### src/rsb_pkg.sv
package rsb_pkg;

    // ------------------------------------------------------------------
    // Register map and field positions
    // ------------------------------------------------------------------
    localparam logic [7:0] RSB_OFF_CONFIG = 8'h40;
    localparam logic [7:0] RSB_OFF_STATUS = 8'h41;
    localparam logic [7:0] RSB_OFF_ADDR_CTRL = 8'h42;
    localparam logic [7:0] RSB_OFF_DATA_BUF = 8'h43;
    localparam int RSB_BIT_VIEW_SEL = 6;
    localparam int RSB_BIT_IRQ_EN = 5;
    localparam int RSB_BIT_ESF = 2;
    localparam int RSB_BIT_PER_CHANNEL_FUNC_EN_EN = 0;
    localparam int RSB_BIT_BUSY = 7;
    localparam int RSB_BIT_RNW = 7;
    localparam logic [7:0] RSB_CONFIG_RESET = 8'h00;
    localparam logic [7:0] RSB_ADDR_CTRL_RESET = 8'h00;
    localparam logic [7:0] RSB_DATA_BUF_RESET = 8'h00;
    localparam logic [7:0] RSB_CONFIG_MASK = 8'h65;
    localparam int RSB_CHANNELS = 24;

    // ------------------------------------------------------------------
    // Indirect space
    // ------------------------------------------------------------------
    localparam logic [6:0] RSB_IND_SIGA_LO = 7'h01;
    localparam logic [6:0] RSB_IND_SIGA_HI = 7'h18;
    localparam logic [6:0] RSB_IND_SIGB_LO = 7'h21;
    localparam logic [6:0] RSB_IND_SIGB_HI = 7'h38;
    localparam logic [6:0] RSB_IND_CFG_LO = 7'h41;
    localparam logic [6:0] RSB_IND_CFG_HI = 7'h58;
    localparam logic [6:0] RSB_IND_VALID_LO = 7'h20;
    localparam logic [6:0] RSB_IND_VALID_HI = 7'h57;
    localparam int RSB_DEBOUNCE_SAMPLES = 2;

    // ------------------------------------------------------------------
    // Timing
    // ------------------------------------------------------------------
    localparam int RSB_CLK_PERIOD_NS = 10;
    localparam int RSB_OP_CYCLE_NS = 650;
    localparam int RSB_READ_DATA_NS = 640;
    localparam int RSB_OP_CYCLES = (RSB_OP_CYCLE_NS + RSB_CLK_PERIOD_NS - 1) / RSB_CLK_PERIOD_NS;
    localparam int RSB_READ_CYCLES = (RSB_READ_DATA_NS + RSB_CLK_PERIOD_NS - 1) / RSB_CLK_PERIOD_NS;
    localparam logic [6:0] RSB_OP_LAST = 7'(RSB_OP_CYCLES - 1);
    localparam logic [6:0] RSB_READ_AT = 7'(RSB_READ_CYCLES - 1);

    typedef enum logic [0:0] {
        RSB_IDLE = 1'b0,
        RSB_BUSY = 1'b1
    } rsb_state_e;

endpackage

### src/rsb_indirect_seq.sv
`timescale 1ns/1ps

// Times one indirect operation: busy for the full operation cycle, with
// pulses for read-data capture and for write commit.
module rsb_indirect_seq (
    input wire logic MCLK,
    input wire logic RST,
    input wire logic start,
    input wire logic read_not_write,
    output logic busy,
    output logic read_strobe,
    output logic write_strobe
);
    import rsb_pkg::*;

    typedef struct packed {
        rsb_state_e state;
        logic [6:0] count;
        logic rnw;
        logic rd;
        logic wr;
    } rsb_seq_s;

    rsb_seq_s seq_reg;
    rsb_seq_s seq_next;

    // ------------------------------------------------------------------
    // Sequencer
    // ------------------------------------------------------------------
    // Counts the operation cycle; a start while busy is ignored.
    always_comb begin
        seq_next = seq_reg;
        seq_next.rd = 1'b0;
        seq_next.wr = 1'b0;
        case (seq_reg.state)
            RSB_IDLE: begin
                if (start) begin
                    seq_next.state = RSB_BUSY;
                    seq_next.count = 7'h00;
                    seq_next.rnw = read_not_write;
                    seq_next.wr = ~read_not_write;
                end
            end
            RSB_BUSY: begin
                seq_next.count = seq_reg.count + 7'h01;
                if (seq_reg.rnw && seq_reg.count == RSB_READ_AT - 7'h01) begin // [RQ12]
                    seq_next.rd = 1'b1;
                end
                if (seq_reg.count == RSB_OP_LAST) begin // [RQ6]
                    seq_next.state = RSB_IDLE;
                end
            end
            default: begin
                seq_next.state = RSB_IDLE;
            end
        endcase
    end

    always_ff @(posedge MCLK) begin
        if (RST) begin
            seq_reg <= '0;
        end else begin
            seq_reg <= seq_next;
        end
    end

    assign busy = (seq_reg.state == RSB_BUSY);
    assign read_strobe = seq_reg.rd;
    assign write_strobe = seq_reg.wr;

endmodule

### src/rsb_channel_sig.sv
`timescale 1ns/1ps

// Per-channel signaling capture, with optional debounce and SF repeat.
module rsb_channel_sig (
    input wire logic MCLK,
    input wire logic RST,
    input wire logic sample_valid,
    input wire logic [3:0] sample,
    input wire logic func_en,
    input wire logic debounce_en,
    input wire logic esf_sel,
    output logic [3:0] sig_now,
    output logic [3:0] sig_prev,
    output logic changed
);
    import rsb_pkg::*;

    typedef struct packed {
        logic [3:0] last;
        logic [3:0] cur;
        logic [3:0] prev;
        logic chg;
    } rsb_chan_s;

    rsb_chan_s ch_reg;
    rsb_chan_s ch_next;
    logic [3:0] fmt;
    logic accept;

    // ------------------------------------------------------------------
    // Capture
    // ------------------------------------------------------------------
    // In SF the C and D bits repeat A and B; debounce needs two equal samples.
    always_comb begin
        fmt = esf_sel ? sample : {sample[3:2], sample[3:2]};
        accept = !(func_en && debounce_en) || (fmt == ch_reg.last);
        ch_next = ch_reg;
        ch_next.chg = 1'b0;
        if (sample_valid) begin
            ch_next.last = fmt;
            if (accept && fmt != ch_reg.cur) begin
                ch_next.prev = ch_reg.cur;
                ch_next.cur = fmt;
                ch_next.chg = 1'b1;
            end
        end
    end

    always_ff @(posedge MCLK) begin
        if (RST) begin
            ch_reg <= '0;
        end else begin
            ch_reg <= ch_next;
        end
    end

    assign sig_now = ch_reg.cur;
    assign sig_prev = ch_reg.prev;
    assign changed = ch_reg.chg;

endmodule

### src/rsb_regs.sv
`timescale 1ns/1ps
// Notes on behaviour
// RQ1: View bit 0 gives indirect window at 41h-43h; 1 gives change flags.
// RQ2: With irq enable set, a change on any of 24 channels raises interrupt.
// RQ3: Format bit selects superframe at 0, extended superframe at 1.
// RQ4: Per-channel functions work only while per-channel enable is 1.
// RQ5: Busy reads 1 during an indirect access; new operations are refused.
// RQ6: Busy falls on a clock edge after the 650 ns operation cycle.
// RQ7: Host waits for busy clear before starting another indirect access.
// RQ8: Top bit of address/control: 0 writes, 1 reads the indirect register.
// RQ9: Low seven bits are indirect address; valid targets are 20h to 57h; the code decodes 01h-18h, 21h-38h and 41h-58h.
// RQ10: For a write, host loads data buffer before writing address/control.
// RQ11: Only an address/control write starts an indirect access.
// RQ12: Read data is in the data buffer 640 ns after the request.
// RQ13: Each change flag reads 1 when the channel's signaling changed.
// RQ14: Reading a change flag register clears all its bits.
// RQ15: Offset 41h shows channels 24 down to 17, channel 24 in bit 7.
// RQ16: 42h shows channels 16..9, 43h channels 8..1, highest in bit 7.
// RQ17: Indirect space holds signaling at 01h-18h/21h-38h, config at 41h-58h.
// RQ18: Debounce accepts new signaling only after 2 identical samples.
// RQ19: In superframe, stored C and D repeat A and B.
// RQ20: Busy sets in the same cycle the address/control write is taken.
// RQ21: Interrupt stays low while enabled and any flag set; releases on clear.
module rsb_regs (
    MCLK,
    RST,
    ADDR,
    WR,
    RD,
    WDATA,
    RDATA,
    INT_N,
    SIG_VALID,
    SIG_CHAN,
    SIG_DATA
);
    import rsb_pkg::*;
    input wire logic MCLK;
    input wire logic RST;
    input wire logic [7:0] ADDR;
    input wire logic WR;
    input wire logic RD;
    input wire logic [7:0] WDATA;
    output logic [7:0] RDATA;
    output logic INT_N;
    input wire logic SIG_VALID;
    input wire logic [4:0] SIG_CHAN;
    input wire logic [3:0] SIG_DATA;

    typedef struct packed {
        logic [7:0] config_r;
        logic [7:0] addr_ctrl;
        logic [7:0] data_buf;
        logic [23:0] flags;
        logic [23:0] debounce;
        logic [7:0] rdata;
        logic int_n;
        logic busy_hold;
    } rsb_regs_s;

    rsb_regs_s r_reg;
    rsb_regs_s r_next;
    logic seq_busy;
    logic rd_strobe;
    logic wr_strobe;
    logic start_op;
    logic view_flags;
    logic [23:0] chg_vec;
    logic [3:0] sig_now [RSB_CHANNELS];
    logic [3:0] sig_prev [RSB_CHANNELS];

    // Maps a channel-relative indirect address to a channel index 0..23.
    function automatic logic [4:0] chan_of(input logic [6:0] a, input logic [6:0] base);
        logic [6:0] d;
        d = a - base;
        return d[4:0];
    endfunction

    // True when an address lies in an inclusive range.
    function automatic logic in_range(input logic [6:0] a, input logic [6:0] lo,
                                      input logic [6:0] hi);
        return (a >= lo) && (a <= hi);
    endfunction

    // ------------------------------------------------------------------
    // Channels and indirect sequencer
    // ------------------------------------------------------------------
    // One capture unit per channel, fed by the received signaling stream.
    // Channel n sits at index n-1, so flag bit n-1 belongs to channel n.
    genvar g;
    generate
        for (g = 0; g < RSB_CHANNELS; g++) begin : g_chan
            rsb_channel_sig u_chan (
                .MCLK(MCLK),
                .RST(RST),
                .sample_valid(SIG_VALID && SIG_CHAN == 5'(g)),
                .sample(SIG_DATA),
                .func_en(r_reg.config_r[RSB_BIT_PER_CHANNEL_FUNC_EN_EN]), // [RQ4]
                .debounce_en(r_reg.debounce[g]), // [RQ18]
                .esf_sel(r_reg.config_r[RSB_BIT_ESF]), // [RQ3] [RQ19]
                .sig_now(sig_now[g]),
                .sig_prev(sig_prev[g]),
                .changed(chg_vec[g])
            );

        end
    endgenerate

    // The page bit decides which view the three shared offsets show.
    assign view_flags = r_reg.config_r[RSB_BIT_VIEW_SEL];
    // A refused take leaves no trace, so the host has to poll busy first.
    assign start_op = WR && !view_flags && ADDR == RSB_OFF_ADDR_CTRL && !seq_busy
                      && !r_reg.busy_hold; // [RQ11] [RQ5]

    // The sequencer owns the operation timing; this block only reacts to its pulses.
    rsb_indirect_seq u_seq (
        .MCLK(MCLK),
        .RST(RST),
        .start(start_op),
        .read_not_write(WDATA[RSB_BIT_RNW]),
        .busy(seq_busy),
        .read_strobe(rd_strobe),
        .write_strobe(wr_strobe)
    );

    // ------------------------------------------------------------------
    // Register file
    // ------------------------------------------------------------------
    // Host writes, reads with clear, indirect transfers and interrupt.
    always_comb begin
        logic [6:0] ia;
        logic [4:0] ch;
        logic [7:0] rd_val;
        logic [23:0] clr;
        ia = r_reg.addr_ctrl[6:0];
        ch = 5'h00;
        rd_val = 8'h00;
        clr = 24'h000000;
        r_next = r_reg;
        r_next.busy_hold = start_op; // [RQ20]
        // Host writes; a write to an unmapped offset is dropped.
        if (WR) begin
            if (ADDR == RSB_OFF_CONFIG) begin
                r_next.config_r = WDATA & RSB_CONFIG_MASK;
            end
            if (start_op) begin
                r_next.addr_ctrl = WDATA; // [RQ8] [RQ9]
            end
            if (ADDR == RSB_OFF_DATA_BUF && !view_flags && !seq_busy) begin
                r_next.data_buf = WDATA; // [RQ10]
            end
        end
        // Host read path, view selected by the page bit.
        // Reads of the flag views also mark their byte for clearing.
        case (ADDR)
            RSB_OFF_CONFIG: rd_val = r_reg.config_r;
            RSB_OFF_STATUS: begin
                if (view_flags) begin
                    rd_val = r_reg.flags[23:16]; // [RQ15]
                    clr = 24'hFF0000;
                end else begin
                    rd_val = {seq_busy || r_reg.busy_hold, 7'h00}; // [RQ5] [RQ1]
                end
            end
            RSB_OFF_ADDR_CTRL: begin
                rd_val = view_flags ? r_reg.flags[15:8] : r_reg.addr_ctrl; // [RQ16]
                clr = view_flags ? 24'h00FF00 : 24'h000000;
            end
            RSB_OFF_DATA_BUF: begin
                rd_val = view_flags ? r_reg.flags[7:0] : r_reg.data_buf; // [RQ16]
                clr = view_flags ? 24'h0000FF : 24'h000000;
            end
            default: rd_val = 8'h00;
        endcase
        r_next.rdata = RD ? rd_val : r_reg.rdata;
        // Read clears flags, but a change in the same cycle wins.
        r_next.flags = (r_reg.flags & ~(RD ? clr : 24'h000000)) | chg_vec; // [RQ13] [RQ14]
        // Indirect read completes into the data buffer.
        if (rd_strobe) begin // [RQ12]
            r_next.data_buf = 8'h00;
            if (in_range(ia, RSB_IND_SIGA_LO, RSB_IND_SIGA_HI)) begin
                ch = chan_of(ia, RSB_IND_SIGA_LO);
                r_next.data_buf = {4'h0, sig_now[ch]}; // [RQ17]
            end else if (in_range(ia, RSB_IND_SIGB_LO, RSB_IND_SIGB_HI)) begin
                ch = chan_of(ia, RSB_IND_SIGB_LO);
                r_next.data_buf = {4'h0, sig_now[ch]}; // [RQ17]
            end else if (in_range(ia, RSB_IND_CFG_LO, RSB_IND_CFG_HI)) begin
                ch = chan_of(ia, RSB_IND_CFG_LO);
                r_next.data_buf = {7'h00, r_reg.debounce[ch]}; // [RQ17]
            end
        end
        // Indirect write commits bit 0 of the buffered byte to a channel's debounce bit.
        if (wr_strobe && in_range(ia, RSB_IND_CFG_LO, RSB_IND_CFG_HI)) begin // [RQ8]
            ch = chan_of(ia, RSB_IND_CFG_LO);
            r_next.debounce[ch] = r_reg.data_buf[0]; // [RQ18]
        end
        // Interrupt while enabled and any flag remains set.
        r_next.int_n = !(r_next.config_r[RSB_BIT_IRQ_EN] && |r_next.flags); // [RQ2] [RQ21]
    end

    // Registers the whole state; reset leaves the interrupt released.
    always_ff @(posedge MCLK) begin
        if (RST) begin
            r_reg <= '0;
            r_reg.int_n <= 1'b1;
        end else begin
            r_reg <= r_next;
        end
    end

    // Both outputs come straight from the state register.
    assign RDATA = r_reg.rdata;
    assign INT_N = r_reg.int_n;
endmodule

### config.mk
export PLATFORM = sky130hd
export DESIGN_NAME = rsb_regs
export DESIGN_NICKNAME = d
export VERILOG_FILES = /design/src/rsb_pkg.sv /design/src/rsb_indirect_seq.sv /design/src/rsb_channel_sig.sv /design/src/rsb_regs.sv
export SDC_FILE = /design/constraint.sdc
export NUM_CORES = 1
export LEC_CHECK = 0
export BUFFER_PORTS_ARGS = -buffer_cell sky130_fd_sc_hd__buf_2
export CAP_MARGIN = 40
export CORE_MARGIN = 2
export CORE_UTILIZATION = 30
export DETAILED_ROUTE_END_ITERATION = 16
export PLACE_DENSITY_LB_ADDON = 0.2
export SLEW_MARGIN = 10
export SYNTH_ARGS = -nofsm -noshare
export SYNTH_HDL_FRONTEND = slang
export SYNTH_SLANG_ARGS = --single-unit
### constraint.sdc
create_clock -name MCLK -period 4.85 [get_ports MCLK]
set_input_delay 1.2125 -clock MCLK [delete_from_list [all_inputs] [get_ports MCLK]]
set_output_delay 1.2125 -clock MCLK [all_outputs]
set_load 0.01 [all_outputs]
==> out/results.ini <==
[sta]
setup_tns_ps=0
rsz0062_at_grt=false
holdWs_ps=455.2
slew_headroom=0.4138
slew_violations=0
min_period_ps=3203
fin_ws_ps=1647
finalHoldViolCount=0
fin_skew_ps=18.31
max_freq_mhz=312.2
tightest_slew_ps=872.1
fin_crit_sh=0.6603
finalSetupViolCount=0

[layout]
final_common_cell=dfxtp_1
drive_above_1_share=0.1404
area_growth_pct=12.64
n_antenna_cell=0
layout_common_cells=303 x dfxtp_1, 251 x nor2_1, 141 x xnor2_1
layout.nets=1722

[run]
maxCapViolCount=0

[critical_path]
cp-start-kind=flop
cp_max_fo=22
reg2reg_depth=8
crit_type=flop to flop
required_ps=5250
crit_path_end_kind=flop
crit_arrival_ps=3600

[clock_tree]
htreeDepth=2
clock_latency_ps=550
cts_sinks=305
postCtsSetupBuffers=0
clockRootBuffer=clkbuf_16
cts_tree=done
path_clk_slew_ps=60
cts_max_path_buffers=3
cts-hold-fix-buffers=0
cts_buffers=38
ctsResizeCount=0

[die]
dieArea_um2=54630
fp.dieW_um=233.7
rows=84
pin_count=39
initial_core_util=0.3025
die_h_um=233.7
core_um2=52340

[synthesis]
synth-edff-count=0
synth_warnings=0
postSynthAreaPerCell_um2=9.276
synth.yosys.seq_area_share=0.3856
synthCells=1707
ys_seq_elements=305
syn_area_um2=15830
synthArstFlopShare=0
synth_ff_type=dfxtp_1
yosys.cell_types.count=77
syn-num-nets=1745

[pwr]
p_per_area_nw_per_um2=327.2
vdd_ir_drop_max_mv=0.2499
leakage_nw=5.940
finalPower_mw=5.836

[min_path]
hold-path-cell-count=2
hold_path_class=flop to flop

[drt]
first_pass_iters=8
vias=12011
vias_per_cell=5.011
drc=0
finalWirelength_um=45290
ant_nets=0
drtIter0Drc=866
wl_per_cell_um=18.89

[placed_design]
gp_congestion=0.8035
portBuffers=38
dp_slack_ps=1308
hpwl_um=31280

[global_route]
grt_pass1_vias=11616
grt_antenna_before_repair=1
grt_overflow=0
grt_util_all_layers=0.1678
grt_max_degree=120
grt_pass1_wl_um=70970

[status]
status=finished, final reports clean

==> Yosys cell counts, types with 13 or more instances <==
cell type  number  area share
a211oi_1       60       0.028
a21oi_1       133       0.042
buf_2          30      0.0095
buf_4          14      0.0066
clkbuf_1       73       0.017
dfxtp_1       305        0.39
inv_1          24      0.0057
mux2i_1       105       0.066
mux4_2         30       0.043
nand2_1       102       0.024
nand2b_1       50       0.020
nand3_1        45       0.014
nand4_1        21      0.0083
nor2_1        251       0.060
nor2b_1        15      0.0059
nor3_1         31      0.0098
o21ai_0        28      0.0088
o22ai_1        17      0.0067
o41ai_4        13       0.023
xnor2_1       141       0.078
xor2_1         52       0.029
==> kinds of logic (layout without fill, tap and decap cells) <==
| logic type | Yosys count | in the layout | share of synthesized area |
|---|---|---|---|
| AND/OR/NAND/NOR | 584 | 584 | 0.1775 |
| flip-flops | 305 | 305 | 0.3856 |
| buffers and inverters | 161 | 163 | 0.04915 |
| AO/OA/AOI/OAI | 311 | 311 | 0.1563 |
| adder cells (fa/ha/maj) | 8 | 8 | 0.006322 |
| XOR/XNOR | 194 | 194 | 0.1078 |
| multiplexers | 144 | 144 | 0.1173 |
==> final cells by class <==
| cell class | instances | area (um^2) |
|---|---|---|
| Multi-Input combinational cell | 1241 | 8950 |
| Clock buffer | 49 | 1084 |
| Tap cell | 688 | 860.8 |
| Clock inverter | 16 | 183.9 |
| Timing Repair Buffer | 74 | 559.3 |
| Fill cell | 5406 | 34500 |
| Sequential cell | 305 | 6108 |
| Inverter | 24 | 90.09 |
==> power by group <==
part           total, mW  internal (mW)  switching, mW
clock               2.92           1.78           1.13
combinational      0.376          0.131          0.245
sequential          2.54           2.53         0.0173
==> path summary, 6_finish.rpt <==
path                                                to  slack, ps                    from
worst min-delay path            r_reg[64]$_SDFFE_PP0P_        460  r_reg[64]$_SDFFE_PP0P_
worst max-delay path            r_reg[59]$_SDFFE_PP0P_       1650  r_reg[66]$_SDFFE_PP0P_
worst min register to register  r_reg[64]$_SDFFE_PP0P_        460  r_reg[64]$_SDFFE_PP0P_
worst max register to register  r_reg[59]$_SDFFE_PP0P_       1650  r_reg[66]$_SDFFE_PP0P_
==> per-layer routing <==
| metal | track usage | up-vias | part of all wire |
|---|---|---|---|
| li1 | - | 5906 | - |
| met1 | 0.2444 | 5793 | 0.50 |
| met2 | 0.2559 | 251 | 0.43 |
| met3 | 0.02785 | 61 | 0.044 |
| met4 | 0.04252 | 0 | 0.021 |
| met5 | 0 | - | 0 |
==> critical path: stages (launching register included) <==
cell and delay [ps]:
dfxtp_2 570, inv_1 240, ha_1 650, buf_12 270, mux4_2 360, inv_1 80
o22ai_1 130, a2111oi_0 560, o22ai_1 160
==> stage by stage <==
| stage | instance area [um^2] | std cells | util |
|---|---|---|---|
| 2_1_floorplan | 15830 | 1707 | - |
| 3_3_place_gp | 16510 | 2329 | 0.3155 |
| 3_5_place_dp | 16570 | 2332 | 0.3166 |
| 4_1_cts | 17840 | 2397 | 0.3408 |
| 5_1_grt | 17840 | 2397 | 0.3408 |
| 6_report | 17840 | 2397 | 0.3408 |
No activity file was read; power rests on OpenSTA's default activity.
